### config.mk
export PLATFORM = sky130hd
export DESIGN_NAME = cbc_exec
export DESIGN_NICKNAME = d
export VERILOG_FILES = /design/src/hdl/cbc_pkg.sv /design/src/hdl/cbc_exec.sv
export SDC_FILE = /design/constraint.sdc
export NUM_CORES = 1
export LEC_CHECK = 0
export ABC_CLOCK_PERIOD_IN_PS = 11300
export BUFFER_PORTS_ARGS = -buffer_cell sky130_fd_sc_hd__buf_2
export CORE_MARGIN = 4
export CORE_UTILIZATION = 50
export DETAILED_ROUTE_END_ITERATION = 8
export PLACE_DENSITY = 0.73
export SYNTH_ARGS = -nofsm -noshare
export SYNTH_HDL_FRONTEND = slang
export SYNTH_SLANG_ARGS = --single-unit
### constraint.sdc
create_clock -name clk -period 11.3 [get_ports clk]
set_clock_uncertainty 0.05 [all_clocks]
set_input_delay 2.825 -clock clk [delete_from_list [all_inputs] [get_ports clk]]
set_output_delay 2.825 -clock clk [all_outputs]
set_load 0.02 [all_outputs]
### src/hdl/cbc_pkg.sv
// Constants, types and the bit unit for the bit, logic and call executor
//
// Notes on behaviour
// - The AND-immediate instruction ANDs the accumulator with an 8-bit immediate into the accumulator, updates only zero, and takes one cycle.
// - The bit-set instruction forces bit 0..7 of file register 0..127 to one, leaves all flags alone, and takes one cycle.
// - The skip-if-clear instruction suppresses the next instruction when the selected file bit is zero and alters no flag.
// - The skip-if-set instruction suppresses the next instruction when the selected file bit is one and alters no flag.
// - A taken skip discards the fetched next instruction and runs a no-operation instead (two cycles), else the test takes one cycle.
// - The computed call pushes the program counter plus one onto the top of the return stack and advances the stack pointer.
// - The computed call loads program counter 10:8 from call-high bits 2:0 and 7:0 from the accumulator, takes two cycles, changes no flag.
// - The clear-accumulator instruction writes zero to the accumulator, sets zero to one, and takes one cycle.

package cbc_pkg;

    //------------------------------------------------------------------
    // Widths and positions
    //------------------------------------------------------------------
    localparam int DATA_W      = 8;
    localparam int FADDR_W     = 7;
    localparam int BIT_W       = 3;
    localparam int PC_W        = 11;
    localparam int SP_W        = 3;
    localparam int STACK_DEPTH = 8;
    localparam int PC_HI_MSB   = 10;
    localparam int PC_HI_LSB   = 8;
    localparam int CALL_HI_MSB = 2;
    localparam int CALL_HI_LSB = 0;

    //------------------------------------------------------------------
    // Reset values and the clear-accumulator value
    //------------------------------------------------------------------
    localparam logic [DATA_W-1:0] ACC_RESET  = 8'h00;
    localparam logic              ZERO_RESET = 1'b0;
    localparam logic [PC_W-1:0]   PC_RESET   = 11'h000;
    localparam logic [SP_W-1:0]   SP_RESET   = 3'h0;
    localparam logic [DATA_W-1:0] ACC_CLEAR  = 8'h00;

    //------------------------------------------------------------------
    // Types
    //------------------------------------------------------------------
    typedef enum logic [2:0] {
        CBC_OP_NONE,
        CBC_OP_AND_IMMEDIATE,
        CBC_OP_BIT_SET,
        CBC_OP_SKIP_IF_BIT_CLEAR,
        CBC_OP_SKIP_IF_BIT_SET,
        CBC_OP_COMPUTED_CALL,
        CBC_OP_CLEAR_ACCUMULATOR
    } cbc_op_t;

    typedef struct packed {
        cbc_op_t              op;
        logic [DATA_W-1:0]    imm;
        logic [FADDR_W-1:0]   faddr;
        logic [BIT_W-1:0]     bit_sel;
    } cbc_instr_t;

    typedef struct packed {
        logic                 we;
        logic [FADDR_W-1:0]   addr;
        logic [DATA_W-1:0]    data;
    } cbc_fwrite_t;

    function automatic logic [DATA_W-1:0] cbc_bit_mask(
        input logic [BIT_W-1:0] sel
    );
        cbc_bit_mask = 8'h01 << sel;
    endfunction : cbc_bit_mask

endpackage : cbc_pkg

`timescale 1ns/100ps

module cbc_bit_unit (
    input  wire logic [cbc_pkg::DATA_W-1:0] data,
    input  wire logic [cbc_pkg::BIT_W-1:0]  sel,
    output logic                            bit_val,
    output logic [cbc_pkg::DATA_W-1:0]      set_data
);

    assign bit_val  = |(data & cbc_pkg::cbc_bit_mask(sel));
    assign set_data = data | cbc_pkg::cbc_bit_mask(sel);

endmodule : cbc_bit_unit

### src/hdl/cbc_exec.sv
// Executor for AND-immediate, bit set, bit-test skips, computed call, clear
`timescale 1ns/100ps

module cbc_exec (
    input  wire logic                        clk,
    input  wire logic                        reset,
    input  wire logic                        instr_valid,
    output logic                             instr_ready,
    input  wire cbc_pkg::cbc_instr_t         instr,
    input  wire logic [cbc_pkg::DATA_W-1:0]  call_high_addr_reg,
    input  wire logic                        acc_load,
    input  wire logic [cbc_pkg::DATA_W-1:0]  acc_load_data,
    output logic [cbc_pkg::FADDR_W-1:0]      file_raddr,
    input  wire logic [cbc_pkg::DATA_W-1:0]  file_rdata,
    output cbc_pkg::cbc_fwrite_t             file_wr_ff,
    output logic                             fetch_discard,
    output logic                             nop_cycle_ff,
    output logic [cbc_pkg::DATA_W-1:0]       accumulator_ff,
    output logic                             zero_flag_ff,
    output logic [cbc_pkg::PC_W-1:0]         pc_ff,
    output logic [cbc_pkg::SP_W-1:0]         stack_ptr_ff,
    output logic [cbc_pkg::PC_W-1:0]         stack_top
);

    //------------------------------------------------------------------
    // Decode
    //------------------------------------------------------------------
    typedef enum logic [1:0] {
        ST_IDLE,
        ST_SKIP,
        ST_CALL
    } cbc_state_t;

    cbc_state_t                    state_ff;
    cbc_state_t                    nxt_state;
    logic [cbc_pkg::PC_W-1:0]      stack_ff [cbc_pkg::STACK_DEPTH];
    logic [cbc_pkg::PC_W-1:0]      call_target_ff;
    logic [cbc_pkg::PC_W-1:0]      pc_plus_one;
    logic [cbc_pkg::DATA_W-1:0]    and_result;
    logic [cbc_pkg::DATA_W-1:0]    set_data;
    logic                          sel_bit;
    logic                          accept;
    logic                          skip_take;

    cbc_bit_unit u_bit (
        .data     (file_rdata),
        .sel      (instr.bit_sel),
        .bit_val  (sel_bit),
        .set_data (set_data)
    );

    assign instr_ready = (state_ff == ST_IDLE);
    assign accept      = instr_valid && instr_ready;
    assign file_raddr  = instr.faddr;
    assign pc_plus_one = pc_ff + 11'h001;
    assign and_result  = accumulator_ff & instr.imm;
    assign stack_top   = stack_ff[stack_ptr_ff - 3'h1];

    assign skip_take = accept &&
        ((instr.op == cbc_pkg::CBC_OP_SKIP_IF_BIT_CLEAR && !sel_bit) ||
         (instr.op == cbc_pkg::CBC_OP_SKIP_IF_BIT_SET && sel_bit));
    assign fetch_discard = skip_take;

    //------------------------------------------------------------------
    // Sequencing
    //------------------------------------------------------------------
    always_comb
    begin
        nxt_state = ST_IDLE;
        case (state_ff)
            ST_IDLE:
            begin
                if (skip_take)
                    nxt_state = ST_SKIP;
                else if (accept &&
                         instr.op == cbc_pkg::CBC_OP_COMPUTED_CALL)
                    nxt_state = ST_CALL;
            end
            ST_SKIP: nxt_state = ST_IDLE;
            ST_CALL: nxt_state = ST_IDLE;
            default: nxt_state = ST_IDLE;
        endcase
    end

    always_ff @(posedge clk or posedge reset)
    begin
        if (reset)
            state_ff <= ST_IDLE;
        else
            state_ff <= nxt_state;
    end

    always_ff @(posedge clk or posedge reset)
    begin
        if (reset)
            nop_cycle_ff <= 1'b0;
        else
            nop_cycle_ff <= skip_take;
    end

    //------------------------------------------------------------------
    // Accumulator and zero flag
    //------------------------------------------------------------------
    always_ff @(posedge clk or posedge reset)
    begin
        if (reset)
        begin
            accumulator_ff <= cbc_pkg::ACC_RESET;
            zero_flag_ff   <= cbc_pkg::ZERO_RESET;
        end
        else if (accept)
        begin
            case (instr.op)
                cbc_pkg::CBC_OP_AND_IMMEDIATE:
                begin
                    accumulator_ff <= and_result;
                    zero_flag_ff   <= (and_result == 8'h00);
                end
                cbc_pkg::CBC_OP_CLEAR_ACCUMULATOR:
                begin
                    accumulator_ff <= cbc_pkg::ACC_CLEAR;
                    zero_flag_ff   <= 1'b1;
                end
                default:
                begin
                    if (acc_load)
                        accumulator_ff <= acc_load_data;
                    zero_flag_ff <= zero_flag_ff;
                end
            endcase
        end
        // Results of instructions outside this set
        else if (acc_load)
            accumulator_ff <= acc_load_data;
    end

    //------------------------------------------------------------------
    // File register write
    //------------------------------------------------------------------
    always_ff @(posedge clk or posedge reset)
    begin
        if (reset)
            file_wr_ff <= '0;
        else
        begin
            file_wr_ff.we   <= accept &&
                               instr.op == cbc_pkg::CBC_OP_BIT_SET;
            file_wr_ff.addr <= instr.faddr;
            file_wr_ff.data <= set_data;
        end
    end

    //------------------------------------------------------------------
    // Program counter
    //------------------------------------------------------------------
    always_ff @(posedge clk or posedge reset)
    begin
        if (reset)
            call_target_ff <= cbc_pkg::PC_RESET;
        else if (accept)
            call_target_ff <= {call_high_addr_reg[cbc_pkg::CALL_HI_MSB:
                                                  cbc_pkg::CALL_HI_LSB],
                               accumulator_ff};
    end

    always_ff @(posedge clk or posedge reset)
    begin
        if (reset)
            pc_ff <= cbc_pkg::PC_RESET;
        else if (state_ff == ST_CALL)
            pc_ff <= call_target_ff;
        else if (state_ff == ST_SKIP || accept)
            pc_ff <= pc_plus_one;
    end

    //------------------------------------------------------------------
    // Return stack
    //------------------------------------------------------------------
    always_ff @(posedge clk or posedge reset)
    begin
        if (reset)
        begin
            stack_ptr_ff <= cbc_pkg::SP_RESET;
            for (int i = 0; i < cbc_pkg::STACK_DEPTH; i++)
                stack_ff[i] <= cbc_pkg::PC_RESET;
        end
        else if (accept && instr.op == cbc_pkg::CBC_OP_COMPUTED_CALL)
        begin
            stack_ff[stack_ptr_ff] <= pc_plus_one;
            stack_ptr_ff           <= stack_ptr_ff + 3'h1;
        end
    end

    //------------------------------------------------------------------
    // Checks
    //------------------------------------------------------------------
    property p_and_imm;
        @(posedge clk) disable iff (reset)
        accept && instr.op == cbc_pkg::CBC_OP_AND_IMMEDIATE |=>
            accumulator_ff == ($past(accumulator_ff) & $past(instr.imm)) &&
            zero_flag_ff == (accumulator_ff == 8'h00) && instr_ready;
    endproperty
    a_and_imm: assert property (p_and_imm)
        else $error("AND immediate result or zero flag wrong");

    property p_bit_set;
        @(posedge clk) disable iff (reset)
        accept && instr.op == cbc_pkg::CBC_OP_BIT_SET |=>
            file_wr_ff.we && file_wr_ff.addr == $past(instr.faddr) &&
            file_wr_ff.data == ($past(file_rdata) |
                cbc_pkg::cbc_bit_mask($past(instr.bit_sel))) &&
            $stable(zero_flag_ff) && instr_ready;
    endproperty
    a_bit_set: assert property (p_bit_set)
        else $error("Bit set write wrong or flag changed");

    property p_skip_clear;
        @(posedge clk) disable iff (reset)
        accept && instr.op == cbc_pkg::CBC_OP_SKIP_IF_BIT_CLEAR |->
            fetch_discard == !file_rdata[instr.bit_sel] ##1
            $stable(zero_flag_ff);
    endproperty
    a_skip_clear: assert property (p_skip_clear)
        else $error("Skip if clear decision wrong");

    property p_skip_set;
        @(posedge clk) disable iff (reset)
        accept && instr.op == cbc_pkg::CBC_OP_SKIP_IF_BIT_SET |->
            fetch_discard == file_rdata[instr.bit_sel] ##1
            $stable(zero_flag_ff);
    endproperty
    a_skip_set: assert property (p_skip_set)
        else $error("Skip if set decision wrong");

    property p_skip_len;
        @(posedge clk) disable iff (reset)
        fetch_discard |=> nop_cycle_ff && !instr_ready ##1 instr_ready &&
            pc_ff == $past(pc_ff, 2) + 11'h002;
    endproperty
    a_skip_len: assert property (p_skip_len)
        else $error("Taken skip not two cycles");

    property p_call_push;
        @(posedge clk) disable iff (reset)
        accept && instr.op == cbc_pkg::CBC_OP_COMPUTED_CALL |=>
            stack_ptr_ff == $past(stack_ptr_ff) + 3'h1 &&
            stack_top == $past(pc_ff) + 11'h001;
    endproperty
    a_call_push: assert property (p_call_push)
        else $error("Call return address not pushed");

    property p_call_target;
        @(posedge clk) disable iff (reset)
        accept && instr.op == cbc_pkg::CBC_OP_COMPUTED_CALL |=>
            !instr_ready ##1 instr_ready && $stable(zero_flag_ff) &&
            pc_ff == {$past(call_high_addr_reg[2:0], 2),
                      $past(accumulator_ff, 2)};
    endproperty
    a_call_target: assert property (p_call_target)
        else $error("Call target or length wrong");

    property p_clear_acc;
        @(posedge clk) disable iff (reset)
        accept && instr.op == cbc_pkg::CBC_OP_CLEAR_ACCUMULATOR |=>
            accumulator_ff == 8'h00 && zero_flag_ff && instr_ready;
    endproperty
    a_clear_acc: assert property (p_clear_acc)
        else $error("Clear accumulator wrong");

endmodule : cbc_exec

* Yosys cells after proc, flatten, opt, wreduce, memory -nomap -nowiden
Index checks and enable logic that the tools add are counted.
** Storage, ports and cells
- Word-level logic and storage cells :: 69
- Bits of input ports :: 49
- Output and inout port bits :: 60
- Flip-flop bits (word level) :: 141
** Operators by class
- Eq/ne operators :: 8
- Magnitude comparators :: 3
- Add/subtract/negate cells :: 3
- Reductions and logical operators :: 16
- Bitwise operators :: 5
- Shifts and indexed selects :: 1
- Multiplexer cells :: 15
** Operator list (count)
- $bwmux 88 :: 1
- $mux 11 :: 5
- $bmux 11 s3 :: 1
- $demux 11 s3 :: 1
- $and 8x8->8 :: 2
- $mux 8 :: 2
- $pmux 8 s2 :: 1
- $add 11x1->11 const B :: 1
- $eq 3x3->1 const B :: 3
- $ge 4x4->1 const B :: 2
- $logic_not 8->1 :: 1
- $not 3->4 :: 2
- $or 8x8->8 :: 1
- $reduce_or 8->1 :: 1
- $shl 1x3->8 const A :: 1
- $logic_and 1x1->1 :: 7
- $eq 3x2->1 const B :: 2
- $mux 2 :: 3
- $lt 4x1->1 const B :: 1
- $reduce_bool 2->1 :: 2
- $add 3x1->3 const B :: 1
- $eq 3x1->1 const B :: 1
- $sub 3x1->3 const B :: 1
- $eq 2x1->1 const B :: 1
- other kinds (6) :: 7

* Depth between registers and ports, before layout
- Word-level depth :: 9
- Gate-level depth with buffers :: 8

* Modules after synthesis
Synthesis repeated with hierarchy kept, for this count alone.
** Unflattened totals
- Cell total of the unflattened synthesis :: 584
- Area total of the unflattened synthesis :: 6507.5 µm²
** By module, submodules not included
- cbc_exec :: cells an instance 565, times used 1, area each 6341.1 µm², seq. area each 3528.4 µm²
- cbc_bit_unit :: cells an instance 19, times used 1, area each 166.4 µm², seq. area each 0.0 µm²

* Least setup slack after synthesis
Ideal clock, no wire load.
- Path type :: input -> output
- From :: in instr[0] (netlist bit)
- To :: out fetch_discard
- Required time :: 8.425 ns
- Arrival time :: 4.259 ns
- Stages on the path :: 5
- Path buffers :: 1
- Slack :: 4.166 ns
- Path through :: buf_4 > mux4_2 > mux2i_1 > or4b_1 > a21oi_1
** On the way
- Word-level cells in the longest chain between the ends :: 7
** Ends and longest elaborated chain
- start: declaration :: line cbc_exec.sv:9 : input wire cbc_pkg::cbc_instr_t instr,
- $shl 1x3->8 (*) :: line cbc_pkg.sv:67 : cbc_bit_mask = 8'h01 << sel;
- $and 8x8->8 (*) :: line cbc_pkg.sv:81 : assign bit_val = |(data & cbc_pkg::cbc_bit_mask(sel));
- $reduce_or 8->1 (*) :: line cbc_pkg.sv:81
- $logic_not 1->1 :: line cbc_exec.sv:60 : ((instr.op == cbc_pkg::CBC_OP_SKIP_IF_BIT_CLEAR && !sel_bit) ||
- $logic_and 1x1->1 :: line cbc_exec.sv:60
- $logic_or 1x1->1 (*) :: line cbc_exec.sv:60
- $logic_and 1x1->1 (*) :: line cbc_exec.sv:59 : assign skip_take = accept &&
- end: declaration :: line cbc_exec.sv:16 : output logic fetch_discard,
Every way passes the cells marked *; elsewhere a longest branch is shown, timed or not.

* Final worst setup path
Same ends and word-level chain as after synthesis.

==> metrics.log <==
[metrics] hold violation total from the final report: 0
[metrics] setup violation total in the final timing report: 0
[metrics] Gate power share: 35.9%
[metrics] number of input and output port buffers inserted: slightly above 100
[metrics] area inside the core boundary: 12620 sq um
[metrics] register share of total power: 37.2%
[metrics] Root Buffer Master: clkbuf_16
[metrics] initial core utilization: around half
[metrics] initial antenna violation count: 0
[metrics] post-route minimum period: ~7200 ps
[metrics] result of the run: finished clean
[metrics] Unique masters post-synth: 46
[metrics] ranking of synthesized cells by area: dfrtp_1 55%, mux4_2 8.4%, nand2_1 5.7%
[metrics] unrepaired setup endpoints after global routing: no
[metrics] HPWL after detailed placement: 9371 um
[metrics] register bit count reported by yosys: 141
[metrics] routability congestion estimate: 0.8211
[metrics] total setup buffers inserted after CTS: 0
[metrics] chip width: around 120 um
[metrics] crit start category: input pin
[metrics] R2R Path Start: state_ff[1]$_DFF_PP0_
[metrics] Setup Total Neg Slack: 0 ps
[metrics] worst setup slack for register-to-register paths: 8570 ps
[metrics] list of most frequent post-synthesis cells: 141 x dfrtp_1, 98 x nand2_1, 54 x o21ai_0
[metrics] Util after Layout: between 50% and 60%
[metrics] maximum number of pins on one net before global-route repair: between 80 and 90
[metrics] average size of a mapped cell: roughly 11 sq um
[metrics] Internal Pwr Total: 0.001328 W
[metrics] count of antenna diodes in the layout: 0
[metrics] largest fanout on the critical path: 10
[metrics] height of the die: 121.6 um
[metrics] grt total ovfl: 0
[metrics] I/O pins: around 110
[metrics] maximum frequency from static timing analysis: roughly 0.14 GHz
[metrics] depth of the worst register-to-register path: 4
[metrics] Clk pwr share: 26.9%
[metrics] dominant cell type by area after synthesis: dfrtp_1
[metrics] Post-Place Worst Slack: 4045 ps
[metrics] hold_sp: stack_ff[59]$_DFFE_PP0P_
[metrics] GRT Total Usage: 20.05%
[metrics] final wirelength: 14430 um
[metrics] routed wirelength normalized by instance count: 17.00 um
[metrics] count of mapped cells out of synthesis: 588
[metrics] most numerous cell in the Yosys netlist: dfrtp_1
[metrics] share of layout cells above drive strength 1: 28.36%
[metrics] LEAKAGE: between 3 and 4 nW
[metrics] layout net count: about 720
[metrics] post-synthesis instance area: 6455 sq um
[metrics] Die Footprint: 14790 sq um
[metrics] # Max-Cap Violations: 0
[metrics] number of standard-cell rows in the floorplan: 41
[metrics] antenna viol nets, final: 0
[metrics] wire length of the first global-routing pass: about 23000 um
[metrics] total power density per cell area: 274.8 nW/um^2
[metrics] switching power: 0.0007515 W
[metrics] # DRC: 0
[metrics] setup slack after layout: 4061 ps
[metrics] via count of the first global-routing pass: 4657
[metrics] worst flop-to-flop path endpoint: stack_ff[34]$_DFFE_PP0P_
[metrics] Hold-fix buffers, CTS: 0
[metrics] Bufs on Longest Clock Path: 2
[metrics] number of DRC markers after the initial detailed-route iteration: 370
[metrics] worst hold path depth: 2
[metrics] class of the most critical setup path: input pin to primary output
[metrics] number of CTS-inserted buffers: 17
[metrics] Syn Nets: 640
[metrics] Hold/Removal Path Class: register to register
[metrics] count of instances resized after the clock tree is built: 0
[metrics] clock tree from TritonCTS: built
[metrics] post-synthesis async set-or-reset flop share: 100.0%
[metrics] count of filler cells inserted in the layout: 1050
[metrics] vias per inst: around 5.5
[metrics] first-pass iteration count of the detailed router: 7
[metrics] synthesis-to-layout area growth: 17.23%
[metrics] clock network latency to the later pin of the worst-skew pair: 410 ps
[metrics] sw frac: 36.14%
[metrics] CP endpoint kind: primary output
[metrics] clock-pin slew on the worst setup and hold paths: 60 ps
[metrics] Slew @ Worst Pin: 1001 ps
[metrics] worst hold endpoint: stack_ff[59]$_DFFE_PP0P_
[metrics] CTS H-tree depth: 4
[metrics] Required @ worst endpoint: between 8000 and 9000 ps
[metrics] number of max-slew violations in the final report: 0
[metrics] share of synthesized area occupied by flip-flops and latches: 54.66%
[metrics] top cell type's share of synthesized area: between 50 and 60%
[metrics] worst voltage drop across the vdd grid: 0.0001950 V
[metrics] number of vias in the routed layout: 4665
[metrics] tightest slew margin relative to the limit: 33.25%
[metrics] arrival time of the worst setup path: approximately 4400 ps
[metrics] yosys synthesis warning count: 0
[metrics] final worst-path cycle share: 64.06%
[metrics] Num Clock Sinks: roughly 140
[metrics] count of flip-flops with a built-in enable after synthesis: 0
[metrics] dominant synthesized flop cell: dfrtp_1
-- flip-flops by register name, indices dropped and copies added (netlist names) --
signal and cells:
nop_cycle_ff 1, accumulator_ff 8, call_target_ff 11, zero_flag_ff 1, stack_ptr_ff 3, pc_ff 11
file_wr_ff 16, state_ff 2, stack_ff 88
-- worst max path at each step --
stage	endpoint	slack (ps)	depth (start not counted)	startpoint
after global placement	fetch_discard	4070	6	instr[0]
after CTS	fetch_discard	4040	6	instr[0]
final	fetch_discard	4060	6	instr[0]
after detailed placement	fetch_discard	4050	6	instr[0]
after floorplan	fetch_discard	4170	5	instr[0]
after global routing	fetch_discard	3960	6	instr[0]
-- metrics by stage --
| stage | total power, W | hold WS, ps | instances | instance area, sq um |
|---|---|---|---|---|
| after floorplan | 0.001315 | 394.6 | 588 | 6455 |
| after global placement | 0.001501 | 405.8 | 817 | 6970 |
| after detailed placement | 0.001534 | 416.2 | 817 | 6970 |
| after CTS | 0.002101 | 429.1 | 849 | 7567 |
| after global routing | 0.002204 | 446.4 | 849 | 7567 |
| final | 0.002080 | 423.8 | 849 | 7567 |
-- per-layer routing --
metal / part of all wire (%) / vias up / global-route usage, %
li1: - / 2190 / -
met1: 42 / 2313 / 26.23
met2: 49 / 143 / 32.40
met3: 6.7 / 19 / 6.732
met4: 1.6 / 0 / 5.322
met5: 0 / - / 0
-- worst max-delay path: stages --
cell and delay (ps):
buf_2 160, mux4_2 350, mux2i_1 80, or4b_1 490, a21oi_1 240, buf_2 210
-- placed cells by master (no fill, tap or decap), types with 3 or more instances in the layout --
cell          n
xor2_1        3
mux2i_1      18
nand3_1       6
mux4_2       24
o21ai_0      54
a221o_1       8
clkinvlp_4    4
nor2_1       50
bufinv_16     3
inv_1         6
xnor2_1      16
clkbuf_16    17
nor4_1        3
dfrtp_1     141
nor3_1       10
buf_2       103
nor2b_1       5
ha_1          3
buf_4         5
a21oi_1      36
clkinv_2      5
inv_6         3
mux2_2       19
nand4_1       5
and4_1        3
nand2_1      98
-- power by group through the flow --
stage	combinational (W)	sequential [W]	clock (W)
after floorplan	0.000546	0.000769	0
after global placement	0.000734	0.000768	0
after detailed placement	0.000753	0.000781	0
after CTS	0.000760	0.000773	0.000568
after global routing	0.000818	0.000792	0.000594
final	0.000747	0.000774	0.000559
-- layout make-up --
class | count | area (sq um) | area share, %
inverters | 7 | 31.28 | 0.4134
clock inverters | 15 | 171.4 | 2.265
multi-input cells | 389 | 2643 | 34.92
flip-flops and latches | 141 | 3528 | 46.63
repair buffers | 108 | 553.0 | 7.308
well taps | 172 | 215.2 | 2.844
clock buffers | 17 | 425.4 | 5.622
-- logic make-up after synthesis --
group                      share of synthesized area (%)
xor gates and xnor gates                           2.578
adders and majority gates                         0.5816
and+or+nand+nor                                    13.39
buffers and inverters                              4.478
AOI/OAI and AO/OA                                  9.828
muxes                                              14.48
DFF                                                54.66
No activity file was read; power rests on OpenSTA's default activity.
